$ cat src/rtl/nv_sram_host_pkg.sv
package nv_sram_host_pkg;
  // clock and array geometry
  localparam int CLOCK_MHZ = 125;
  localparam int CLOCK_PERIOD_NS = 8;
  localparam int ADDR_WIDTH = 11;
  localparam int DATA_WIDTH = 8;
  // top eight locations hold clock and control bytes
  localparam logic [10:0] CLOCK_REG_BASE = 11'h7f8;
  localparam logic [10:0] DAY_REG_ADDR = 11'h7fc;
  localparam int BATTERY_OK_BIT = 7;
  // device timing for the slowest grade, in ns
  localparam int ADDRESS_ACCESS_TIME_NS = 150;
  localparam int SELECT_ACCESS_TIME_NS = 150;
  localparam int OUTPUT_ENABLE_ACCESS_TIME_NS = 130;
  localparam int OUTPUT_HOLD_TIME_NS = 5;
  localparam int WRITE_PULSE_TIME_NS = 140;
  localparam int DATA_SETUP_TIME_NS = 90;
  localparam int DATA_HOLD_TIME_NS = 0;
  localparam int WRITE_RECOVERY_TIME_NS = 10;
  localparam int WRITE_TO_FLOAT_TIME_NS = 50;
  localparam int DATA_OFF_TIME_NS = 50;
  // least times round up to whole cycles, never under one
  function automatic int ns_to_cycles(input int ns);
    int c;
    c = (ns + CLOCK_PERIOD_NS - 1) / CLOCK_PERIOD_NS;
    return (c < 1) ? 1 : c;
  endfunction : ns_to_cycles
  localparam int READ_WAIT_CYCLES = ns_to_cycles(ADDRESS_ACCESS_TIME_NS) + 1;
  localparam int WRITE_PULSE_CYCLES = ns_to_cycles(WRITE_PULSE_TIME_NS);
  localparam int SETUP_CYCLES = ns_to_cycles(DATA_SETUP_TIME_NS);
  localparam int HOLD_CYCLES = ns_to_cycles(DATA_HOLD_TIME_NS);
  localparam int RECOVERY_CYCLES = ns_to_cycles(WRITE_RECOVERY_TIME_NS);
  localparam int FLOAT_CYCLES = ns_to_cycles(DATA_OFF_TIME_NS);
  localparam int CYCLE_COUNT_WIDTH = 6;

  typedef struct packed {
    logic write;
    logic [ADDR_WIDTH-1:0] addr;
    logic [DATA_WIDTH-1:0] wdata;
  } request_s;

  typedef struct packed {
    logic chip_sel_n;
    logic out_en_n;
    logic write_en_n;
    logic [ADDR_WIDTH-1:0] addr;
  } strobes_s;

  typedef enum logic [2:0] {
    ST_IDLE = 3'b000,
    ST_READ = 3'b001,
    ST_FLOAT = 3'b010,
    ST_WRITE = 3'b011,
    ST_HOLD = 3'b100,
    ST_RECOVER = 3'b101
  } state_e;
endpackage : nv_sram_host_pkg
$ cat src/rtl/nv_sram_host.sv
`timescale 1ns/10ps
// Functional notes
// RL1 - read happens when select low, output enable low, write enable high
// RL2 - reads ripple through; any address change starts a new access
// RL3 - data valid after address, select and output-enable access times
// RL4 - device drives data pins only while selected and output enabled
// RL5 - early enabled outputs show undefined data until access time met
// RL6 - address change keeps old data briefly, then indeterminate until access done
// RL7 - write mode when write enable and select low; starts at later fall
// RL8 - host holds address stable for the whole write cycle
// RL9 - host keeps select or write enable inactive for recovery time between cycles
// RL10 - host sets write data up before write end and holds it after
// RL11 - host keeps output enable high during writes to avoid contention
// RL12 - with output enable low first, device floats bus after write enable falls
// RL13 - power-fail blocks every read and write to clock and memory
// RL14 - battery backup connects only after first supply rise above threshold
// RL15 - battery ok flag is bit 7 of day register, read-only, 1 when good
// RL16 - clock registers occupy the top eight byte addresses
// RL17 - device stores byte at first rising edge of select or write enable
module nv_sram_host
  import nv_sram_host_pkg::*;
#(
  parameter int ADDR_W = ADDR_WIDTH,
  parameter int DATA_W = DATA_WIDTH
) (
  input wire logic clock,
  input wire logic reset,
  input wire logic req_valid,
  output logic req_ready,
  input wire request_s req,
  output logic rsp_valid,
  output logic [DATA_W-1:0] rsp_data,
  output logic battery_ok,
  output logic clock_reg_access,
  output strobes_s pins,
  input wire logic [DATA_W-1:0] data_pins_in,
  output logic [DATA_W-1:0] data_pins_out,
  output logic data_pins_oe_n
);

  // sequencer and pin drive
  state_e state_reg, state_next;
  logic [CYCLE_COUNT_WIDTH-1:0] count_reg, count_next;
  strobes_s pins_reg, pins_next;
  logic [DATA_W-1:0] wdata_reg, wdata_next;
  logic drive_reg, drive_next;

  // read capture
  logic sample_now;
  logic [DATA_W-1:0] rdata_reg, rdata_next;
  logic rsp_reg, rsp_next;

  // status kept between transfers
  logic batt_reg, batt_next;
  logic was_day_reg, was_day_next;
  logic top_reg, top_next;

  // sequencer: one transfer at a time, strobes paced by cycle counts
  always_comb begin
    state_next = state_reg;
    count_next = count_reg;
    pins_next = pins_reg;
    wdata_next = wdata_reg;
    drive_next = drive_reg;
    case (state_reg)
      ST_IDLE: begin
        if (req_valid) begin
          pins_next.addr = req.addr;
          pins_next.chip_sel_n = 1'b0;
          if (req.write) begin
            // output enable stays high so the bus never fights the device
            pins_next.out_en_n = 1'b1; // RL11
            wdata_next = req.wdata;
            drive_next = 1'b1;
            pins_next.write_en_n = 1'b0; // RL7
            count_next = CYCLE_COUNT_WIDTH'(WRITE_PULSE_CYCLES);
            state_next = ST_WRITE;
          end else begin
            pins_next.out_en_n = 1'b0; // RL1
            count_next = CYCLE_COUNT_WIDTH'(READ_WAIT_CYCLES);
            state_next = ST_READ;
          end
        end
      end
      ST_READ: begin
        // wait out the slowest access time; earlier samples may be undefined
        if (count_reg > 1) begin
          count_next = count_reg - 1'b1; // RL3 RL5
        end else begin
          // the capture group takes the bus on this same edge
          pins_next.out_en_n = 1'b1;
          pins_next.chip_sel_n = 1'b1; // RL4
          count_next = CYCLE_COUNT_WIDTH'(FLOAT_CYCLES);
          state_next = ST_FLOAT;
        end
      end
      ST_FLOAT: begin
        // device may still drive for its data-off time; hold bus released
        if (count_reg > 1) begin
          count_next = count_reg - 1'b1;
        end else begin
          count_next = CYCLE_COUNT_WIDTH'(RECOVERY_CYCLES);
          state_next = ST_RECOVER;
        end
      end
      ST_WRITE: begin
        // pulse covers both width and data setup before the rising edge
        if (count_reg > 1) begin
          count_next = count_reg - 1'b1; // RL10
        end else begin
          pins_next.write_en_n = 1'b1; // RL17
          count_next = CYCLE_COUNT_WIDTH'(HOLD_CYCLES);
          state_next = ST_HOLD;
        end
      end
      ST_HOLD: begin
        // address and data kept through the hold after write end
        if (count_reg > 1) begin
          count_next = count_reg - 1'b1; // RL8
        end else begin
          pins_next.chip_sel_n = 1'b1;
          drive_next = 1'b0;
          count_next = CYCLE_COUNT_WIDTH'(RECOVERY_CYCLES);
          state_next = ST_RECOVER;
        end
      end
      ST_RECOVER: begin
        // strobes stay high for the recovery gap before the next take
        if (count_reg > 1) begin
          count_next = count_reg - 1'b1; // RL9
        end else begin
          state_next = ST_IDLE;
        end
      end
      default: begin
        // an unknown code parks the bus released and returns to idle
        state_next = ST_IDLE;
        pins_next = '{chip_sel_n: 1'b1, out_en_n: 1'b1, write_en_n: 1'b1, addr: '0};
        drive_next = 1'b0;
      end
    endcase
  end

  // registers only
  always_ff @(posedge clock or posedge reset) begin
    if (reset) begin
      state_reg <= ST_IDLE;
      count_reg <= '0;
      pins_reg <= '{chip_sel_n: 1'b1, out_en_n: 1'b1, write_en_n: 1'b1, addr: '0};
      wdata_reg <= '0;
      drive_reg <= 1'b0;
    end else begin
      state_reg <= state_next;
      count_reg <= count_next;
      pins_reg <= pins_next;
      wdata_reg <= wdata_next;
      drive_reg <= drive_next;
    end
  end

  // the last wait cycle of a read; the slowest access time has passed by then
  assign sample_now = (state_reg == ST_READ) && (count_reg < CYCLE_COUNT_WIDTH'(2));

  // read capture: an earlier sample could still hold the undefined interval
  always_comb begin
    rdata_next = rdata_reg;
    rsp_next = 1'b0;
    if (sample_now) begin
      rdata_next = data_pins_in; // RL3 RL5
      rsp_next = 1'b1;
    end
  end

  // capture registers; the response is a one-cycle pulse
  always_ff @(posedge clock or posedge reset) begin
    if (reset) begin
      rdata_reg <= '0;
      rsp_reg <= 1'b0;
    end else begin
      rdata_reg <= rdata_next;
      rsp_reg <= rsp_next;
    end
  end

  // status: address class is latched at the take, the flag only on day reads,
  // so a plain ram read never disturbs the last battery report
  always_comb begin
    batt_next = batt_reg;
    was_day_next = was_day_reg;
    top_next = top_reg;
    if (req_valid && req_ready) begin
      top_next = (req.addr >= CLOCK_REG_BASE); // RL16
      was_day_next = (req.addr == DAY_REG_ADDR);
    end
    if (sample_now && was_day_reg) begin
      batt_next = data_pins_in[BATTERY_OK_BIT]; // RL15
    end
  end

  // status registers; the battery reads good until a day read says otherwise
  always_ff @(posedge clock or posedge reset) begin
    if (reset) begin
      batt_reg <= 1'b1;
      was_day_reg <= 1'b0;
      top_reg <= 1'b0;
    end else begin
      batt_reg <= batt_next;
      was_day_reg <= was_day_next;
      top_reg <= top_next;
    end
  end

  // handshake is combinational; data and pins come from flops
  assign req_ready = (state_reg == ST_IDLE);
  assign rsp_valid = rsp_reg;
  assign rsp_data = rdata_reg;
  assign battery_ok = batt_reg;
  assign clock_reg_access = top_reg;
  assign pins = pins_reg;
  assign data_pins_out = wdata_reg;
  assign data_pins_oe_n = ~drive_reg; // low while host drives
endmodule : nv_sram_host

$ cat config.mk
export PLATFORM = sky130hd
export DESIGN_NAME = nv_sram_host
export DESIGN_NICKNAME = d
export VERILOG_FILES = /design/src/rtl/nv_sram_host_pkg.sv /design/src/rtl/nv_sram_host.sv
export SDC_FILE = /design/constraint.sdc
export NUM_CORES = 1
export LEC_CHECK = 0
export ABC_AREA = 1
export BUFFER_PORTS_ARGS = -buffer_cell sky130_fd_sc_hd__buf_4
export CORE_MARGIN = 5
export CORE_UTILIZATION = 55
export DETAILED_ROUTE_END_ITERATION = 12
export MAX_ROUTING_LAYER = met4
export PLACE_DENSITY_LB_ADDON = 0.3
export SYNTH_ARGS = -nofsm -noshare
export SYNTH_HDL_FRONTEND = slang
export SYNTH_SLANG_ARGS = --single-unit
$ cat constraint.sdc
create_clock -name clock -period 3.85 [get_ports clock]
set_clock_uncertainty 0.05 [all_clocks]
set_input_delay 0.385 -clock clock [delete_from_list [all_inputs] [get_ports clock]]
set_output_delay 0.385 -clock clock [all_outputs]
set_load 0.005 [all_outputs]
Yosys cells after proc, flatten, opt, wreduce, memory -nomap -nowiden --
Cells that the tools add are included.
Storage, ports and cells: output and inout bits 35, word-level logic and storage cells 84, register bits 44, input port bits 31
Cells by class: multiplexer cells 28, reduce and logical (&&, ||, !) cells 19, magnitude comparators 3, equal/unequal tests 14, add/sub/neg operators 1, bitwise gates (word level) 6
Operators by type and width (count):
- 6-bit two-way mux | 5
- 6-bit one-hot mux with 5 select lines | 1
- 11-bit one-hot mux with 2 select lines | 1
- 3-bit two-way mux | 6
- 3-bit one-hot mux with 5 select lines | 1
- 14-bit two-way mux | 1
- 2-bit != test, second input constant | 7
- 4-bit AND reduction | 3
- 4-bit OR reduction | 3
- 11-bit == test, second input constant | 1
- 11-bit >= comparator, second input constant | 1
- 1-bit one-hot mux with 3 select lines | 3
- 3-bit AND reduction | 3
- 1-bit two-way mux | 7
- 3-bit by 2-bit == test with 1-bit output, second input constant | 2
- 3-bit == test, second input constant | 2
- 6-bit by 1-bit greater-than comparator with 1-bit output, second input constant | 1
- 6-bit by 2-bit less-than comparator with 1-bit output, second input constant | 1
- 1-bit NOT | 6
- 6-bit by 1-bit subtractor with 6-bit output, second input constant | 1
- 5-bit AND reduction | 1
- 5-bit nonzero test | 1
- 5-bit OR reduction | 1
- 2-bit two-way mux | 2
- 8 further kinds | 10

Depth between registers and ports, before layout --
Gate-level depths: netlist of the first run.
depth after elaboration 4, depth in mapped cells 11, depth with buffers taken out 11

Worst setup path after synthesis of the first run --
Ideal clock, no wire load.
path type reg2reg, start reg count_reg[1], end reg count_reg[1], required time 3.677 ns, library setup time 0.123 ns, period minus slack after synthesis 1.530 ns, path buffers 0, stages on the path, launching flop included 12, slack 2.320 ns, arrival time 1.358 ns, cells stage by stage dfrtp_1 inv_1 ha_1 inv_1 nand2_1 inv_1 nor2_2 nand2_2 nand2_4 inv_2 nor2_1 a21oi_1
On the way: cells in the longest elaborated chain, start to end 3, elaborated cells on any way between the ends 9, classes of those cells add/sub: 1; order compare: 1; eq/ne: 1; mux: 5; reduce/logical: 1
Ends and longest elaborated chain:
- start: declaration | line nv_sram_host.sv:43 | logic [CYCLE_COUNT_WIDTH-1:0] count_reg, count_next;
- start signal: assignment | line nv_sram_host.sv:154 | count_reg <= count_next;
- 6-bit by 1-bit subtractor with 6-bit output or 6-bit by 1-bit greater-than comparator with 1-bit output (tied branches)
- 6-bit two-way mux (tied with other cells) | line nv_sram_host.sv:129 | if (count_reg > 1) begin
- 6-bit one-hot mux with 5 select lines or 3-bit AND reduction (tied branches)
Parallel ways exist; a longest one is shown, timed or not. The select of a mux whose other input is x is not followed. A chain may end at the register's enable or synchronous reset.

Final worst setup path of the first run --
start reg state_reg[2], end reg pins_reg, in the netlist pins[7]
On the way: cells in the longest elaborated chain, start to end 4, elaborated cells on any way between the ends 11, classes of those cells eq/ne: 6; mux: 1; bitwise: 1; reduce/logical: 3
Ends and longest elaborated chain:
- start: declaration | line nv_sram_host.sv:42 | state_e state_reg, state_next;
- start signal: assignment | line nv_sram_host.sv:153 | state_reg <= state_next;
- 3-bit by 1-bit == test with 1-bit output (tied with other cells) | line nv_sram_host.sv:65 | case (state_reg)
- 5-bit OR reduction (no line)
- 1-bit NOT (no line)
- 2-bit AND reduction (no line)
- end signal: assignment | line nv_sram_host.sv:149 | pins_reg <= '{chip_sel_n: 1'b1, out_en_n: 1'b1, write_en_n: 1'b1, addr: '0};
- end signal: assignment | line nv_sram_host.sv:155 | pins_reg <= pins_next;
- end: declaration | line nv_sram_host.sv:44 | strobes_s pins_reg, pins_next;
Parallel ways exist; a longest one is shown, timed or not.

==> flow_metrics.tcl, run 1 <==
set metrics [dict create \
    vdd_ir_drop_max_uv 436 \
    grt_pass1_wl_um 9290 \
    diodes 0 \
    cts_sinks 44 \
    cts_made_buffers 5 \
    slew_headroom 0.502 \
    tritoncts "built" \
    synth_fa_ha_area_frac 0.0211 \
    path_class "flop to flop" \
    numPortBuffers 65 \
    die_w_um 75.7 \
    wl_met2_um 2790 \
    drt-total-wl_um 5560 \
    cts_resized 0 \
    mostFrequentLayoutCells "nand2_1 (103), buf_4 (66), dfrtp_1 (40)" \
    layout-drive-gt1-share 0.349 \
    slowest_delay_ns 0.62 \
    postCtsSetupRepairBufs 0 \
    detail_route.vias_per_cell 5.03 \
    cp_data_arrival_time_ns 2.07 \
    gr-usage-all-layers 0.224 \
    reg2regPathDepth 5 \
    first_pass_iters 4 \
    rsz0062_at_grt "no" \
    period_minus_slack_ns 1.97 \
    timing.final.crit_share 0.513 \
    ys_warn_count 0 \
    crit_chain "nand2_1, nand2_4, inv_2, a21oi_2, o21ai_0" \
    place_area_mm2 0.00290 \
    synth_top_area_frac 0.422 \
    num_io_pins 66 \
    rr_endpoint "pins[7]" \
    grt_max_degree 45 \
    maxSlewViolCount 0 \
    synth_top_family_by_area "simple AND/OR/NAND/NOR gates" \
    core_mm2 0.00409 \
    initial_core_util 0.580 \
    total_power_mw 2.60 \
    cp-start-kind "flop" \
    synthMuxAreaShare 0 \
    met3_length_um 359 \
    whs_ns 0.173 \
    syn-mean-instance-area_um2 8.59 \
    synth_cell_types 31 \
    layout_commonest_cell "nand2_1" \
    cts_max_path_buffers 2 \
    crit_family "compound AO/OA/AOI/OAI gates" \
    wl_met1_um 2370 \
    synth_area_leaders "dfrtp_1 (42%), nand2_1 (16%), inv_1 (5.7%)" \
    finalSetupViolCount 0 \
    synthSimpleGateAreaFrac 0.330 \
    dieArea_mm2 0.00572 \
    netlist_area_mm2 0.00237 \
    end_kind "flop" \
    cts_root_buf "clkbuf_8" \
    tightestPinTransition_ns 0.747 \
    overflow 0 \
    num_rows 23 \
    antenna_found_initial 0 \
    hold_viol 0 \
    area_growth_pct 28.8 \
    synth_top_cell_by_area "dfrtp_1" \
    status "finished, final reports clean" \
    die_height_um 75.7 \
    final_area_mm2 0.00305 \
    clock_latency_ns 0.30 \
    top_layer_used "met4" \
    max_freq_mhz 507 \
    synth_compound_area_frac 0.0797 \
    synth-seq-cells 44 \
    power.density_mw_per_mm2 851 \
    globalplace.congestion 0.869 \
    maxCapViolations 0 \
    synth_cells 276 \
    postCtsHoldBufs 0 \
    largest_reg_flops 14 \
    critical_path_buf_inv_count 1 \
    antenna_left 0 \
    r2r_slack_ns 1.88 \
    critPathSlowestCell "dfrtp_1" \
    p_leak_nw 1.64 \
    synth_seq_area_share 0.466 \
    synthXorXnorAreaFrac 0.0148 \
    drc 0 \
    cp_max_fo 11 \
    drt_iter0_markers 209 \
    cts-htree-levels 2 \
    syn-num-nets 311 \
    clk_pin_slew_ns 0.09 \
    wl_per_cell_um 14.0 \
    critPathRequiredTime_ns 3.95 \
    hpwl_um 4070 \
    reg2reg_from "state_reg[2]" \
    hold_path_class "input port to asynchronous set/reset pin" \
    grt_pass1_vias 1979 \
    vias 1997 \
    finalSetupTns_ns 0 \
    nets 381 \
]
-- cells in the mapped netlist --
cell type  number
a21oi_1         5
a21oi_2         1
buf_6           3
dfrtp_1        40
dfstp_2         4
ha_1            4
inv_1          36
inv_2           5
inv_4           2
inv_6           1
nand2_1       103
nand2_2         3
nand2_4         5
nand2_8         1
nand3_1        10
nand3_2         2
nand3_4         2
nand4_1         4
nand4_2         1
nor2_1          9
nor2_2          4
nor2_4          4
nor2_8          1
nor4_1          2
nor4_4          1
o2111ai_1       1
o21ai_0         4
o21ai_1         4
o21ai_2         5
o22ai_2         5
xor2_1          4
-- report_power, final --
part           internal (mW)  total (mW)  leakage (nW)  switching [mW]
Combinational          0.543        1.29          1.01           0.745
Clock                  0.324       0.488        0.0784           0.163
Sequential             0.666       0.823         0.549           0.157
-- metrics by stage --
step | utilization | instances | setup WS, ns
after floorplan | - | 276 | 2.32
after global placement | 0.709 | 389 | 2.02
after detailed placement | 0.709 | 389 | 1.94
after CTS | 0.747 | 397 | 1.88
after global routing | 0.747 | 397 | 1.68
final | 0.747 | 397 | 1.88
-- kinds of logic after synthesis --
| logic type | count (synthesis) |
|---|---|
| fa+ha+maj | 4 |
| simple gates | 152 |
| buf+inv | 47 |
| compound gates | 25 |
| flops | 44 |
| xor+xnor | 4 |
-- layer usage --
metal	vias to the layer above	GRT usage
met3	4	0.0554
met4	0	0.0583
met5	-	-
met1	933	0.294
li1	996	-
met2	64	0.351
-- how the worst max path moves through the flow --
stage | start | end | slack [ns] | depth (start not counted)
after global routing | state_reg[2] | pins[7] | 1.68 | 5
after detailed placement | state_reg[2] | pins[7] | 1.94 | 5
after floorplan | count_reg[1] | count_reg[1] | 2.32 | 11
after global placement | state_reg[2] | pins[7] | 2.02 | 5
after CTS | state_reg[2] | pins[7] | 1.88 | 5
final | state_reg[2] | pins[7] | 1.88 | 5
-- final cells by class --
type,instances,area [um2]
clock buffers,5,68.8
clock inverters,3,90.1
fillers,293,1030
inverters,44,175
multi-input cells,185,1060
flip-flops and latches,44,1110
well taps,50,62.6
repair buffers,66,495
-- tightest hold or removal path: cells and delay by family --
kind | cells | cell delay [ns]
buffers and inverters | 3 | 0.60
(Power assumes the default switching activity.)
==> inputs of run 2 (changes only) <==
Settings changed: CORE_UTILIZATION 55 to 47.
Clock period 3.85 ns to 1.8 ns, I/O delays scaled along.
==> run 2 against run 1 <==
- sequential power up 110%
- final area grew 0.49%
- sequential cell count did not move
- cell count increased by 5.5%
- non-clock buffer count grew 5
- sequential share of layout area shrank 0.14 points
- worst setup slack worse by 1.7 ns
- clock-buffer cell count up 2
- wire length down 5.7%
- via count fell by 2.3%
- worst hold slack got worse by 0.16 ns
- die area increased by 15%
- highest routed layer unchanged
==> flow_metrics.tcl, run 2 (synthesized netlist as in run 1, its figures left out) <==
set metrics [dict create \
    status "finished, final reports clean" \
    final_area_mm2 0.00307 \
    comb_power_share 0.544 \
    area_growth_pct 29.4 \
    cp_max_fo 7 \
    vdd_ir_drop_max_uv 807 \
    clk_pin_slew_ns 0.09 \
    layout-drive-gt1-share 0.366 \
    dieArea_mm2 0.00657 \
    hpwl_um 3980 \
    wl_met1_um 2390 \
    p_int_mw 3.00 \
    rsz0062_at_grt "no" \
    grt_pass1_vias 2007 \
    overflow 0 \
    wl_met2_um 2510 \
    p_leak_nw 1.63 \
    final_cells 419 \
    top_layer_used "met4" \
    tightestPinTransition_ns 0.542 \
    power.density_mw_per_mm2 1710 \
    total_power_mw 5.25 \
    p_clk_frac 0.125 \
    cts-htree-levels 2 \
    finalSetupViolCount 0 \
    clock_latency_ns 0.30 \
    largest_reg_flops 14 \
    diodes 0 \
    maxCapViolations 0 \
    cts_root_buf "clkbuf_8" \
    die_w_um 81.0 \
    cts_made_buffers 5 \
    cp-start-kind "flop" \
    fin_ws_ns 0.187 \
    drt-total-wl_um 5250 \
    met3_length_um 271 \
    grt_max_degree 45 \
    nets 386 \
    maxSlewViolCount 0 \
    globalplace.congestion 0.888 \
    drc 0 \
    timing.final.crit_share 0.896 \
    cp_data_arrival_time_ns 1.75 \
    wl_per_cell_um 12.5 \
    core_mm2 0.00482 \
    layout_commonest_cell "nand2_1" \
    crit_chain "inv_2, ha_2, inv_1, nand2_2, inv_1, nor2_2, nand2_2, nand2_4, inv_2, nor2_1, a21oi_1" \
    register_area_mm2 0.00111 \
    fillers 443 \
    antenna_left 0 \
    critPathRequiredTime_ns 1.94 \
    reg2reg_from "count_reg[1]" \
    slew_headroom 0.639 \
    hold_depth 3 \
    num_rows 25 \
    place_area_mm2 0.00295 \
    whs_ns 0.0178 \
    first_pass_iters 4 \
    end_kind "flop" \
    numPortBuffers 65 \
    mostFrequentLayoutCells "nand2_1 (102), buf_4 (69), dfrtp_1 (39)" \
    tritoncts "built" \
    critPathSlowestCell "dfrtp_2" \
    slowest_delay_ns 0.45 \
    vias 1952 \
    path_class "flop to flop" \
    rr_endpoint "count_reg[1]" \
    seqPwrFrac 0.331 \
    switchingPower_mw 2.26 \
    dp_slack_ns 0.106 \
    worstHoldStart "data_pins_in[3]" \
    period_minus_slack_ns 1.61 \
    final_util 0.637 \
    cts_max_path_buffers 2 \
    drt_iter0_markers 110 \
    max_freq_mhz 620 \
    reg2regPathDepth 11 \
    die_height_um 81.0 \
    swShare 0.429 \
    hold_end "rsp_data[3]" \
    antenna_found_initial 0 \
    grt_pass1_wl_um 9110 \
    r2r_slack_ns 0.19 \
    multiInputGateArea_mm2 0.00106 \
    hold_viol 0 \
    dp_cells 409 \
    finalSetupTns_ns 0 \
    num_io_pins 66 \
    initial_core_util 0.492 \
    gr-usage-all-layers 0.186 \
    hold_path_class "input port to flop" \
    cts_sinks 44 \
    detail_route.vias_per_cell 4.66 \
]
==> run 2: layer usage <==
| metal | vias to the layer above | global-route usage |
|---|---|---|
| met5 | - | - |
| met4 | 0 | 0.0557 |
| met3 | 7 | 0.0521 |
| met2 | 47 | 0.293 |
| li1 | 1005 | - |
| met1 | 893 | 0.235 |
==> run 2: area by class of cell <==
cell class              instances  share of cell area
well taps                      67              0.0273
repair buffers                 71               0.179
multi-input cells             185               0.346
inverters                      44              0.0571
flip-flops and latches         44               0.361
clock inverters                 1             0.00245
clock buffers                   7              0.0281
==> run 2: power by group through the flow <==
stage / Combinational (mW) / Clock (mW) / Sequential, mW
floorplan: 1.87 / 0 / 1.72
global route: 3.24 / 0.714 / 1.79
global placement: 2.78 / 0 / 1.74
CTS: 2.85 / 0.671 / 1.74
detailed placement: 2.85 / 0 / 1.74
finish: 2.86 / 0.657 / 1.74
==> run 2: worst max-delay path by stage <==
stage	from	endpoint	slack (ns)	cells after the start
floorplan	count_reg[1]	count_reg[1]	0.27	11
global placement	count_reg[1]	count_reg[1]	0.19	11
detailed placement	count_reg[1]	count_reg[1]	0.11	11
CTS	count_reg[1]	count_reg[1]	0.09	11
global route	count_reg[1]	count_reg[1]	0.005	11
finish	count_reg[1]	count_reg[1]	0.19	11
==> run 2: worst max-delay path: cells and delay by family (launching register included) <==
| family | cells | cell delay [ns] |
|---|---|---|
| AND/OR/NAND/NOR | 5 | 0.47 |
| flip-flops | 1 | 0.45 |
| buffers and inverters | 4 | 0.26 |
| AO/OA/AOI/OAI | 1 | 0.05 |
| adder cells (fa/ha/maj) | 1 | 0.20 |
==> run 2: repair_timing <==
action / 4_1_cts / 5_1_grt
endpoints found under the setup margin: 0 / 8
hold buffers: 1 / 0
buffers inserted: 0 / 1
endpoints found under the hold margin: 40 / 0
gates resized for setup: 0 / 5
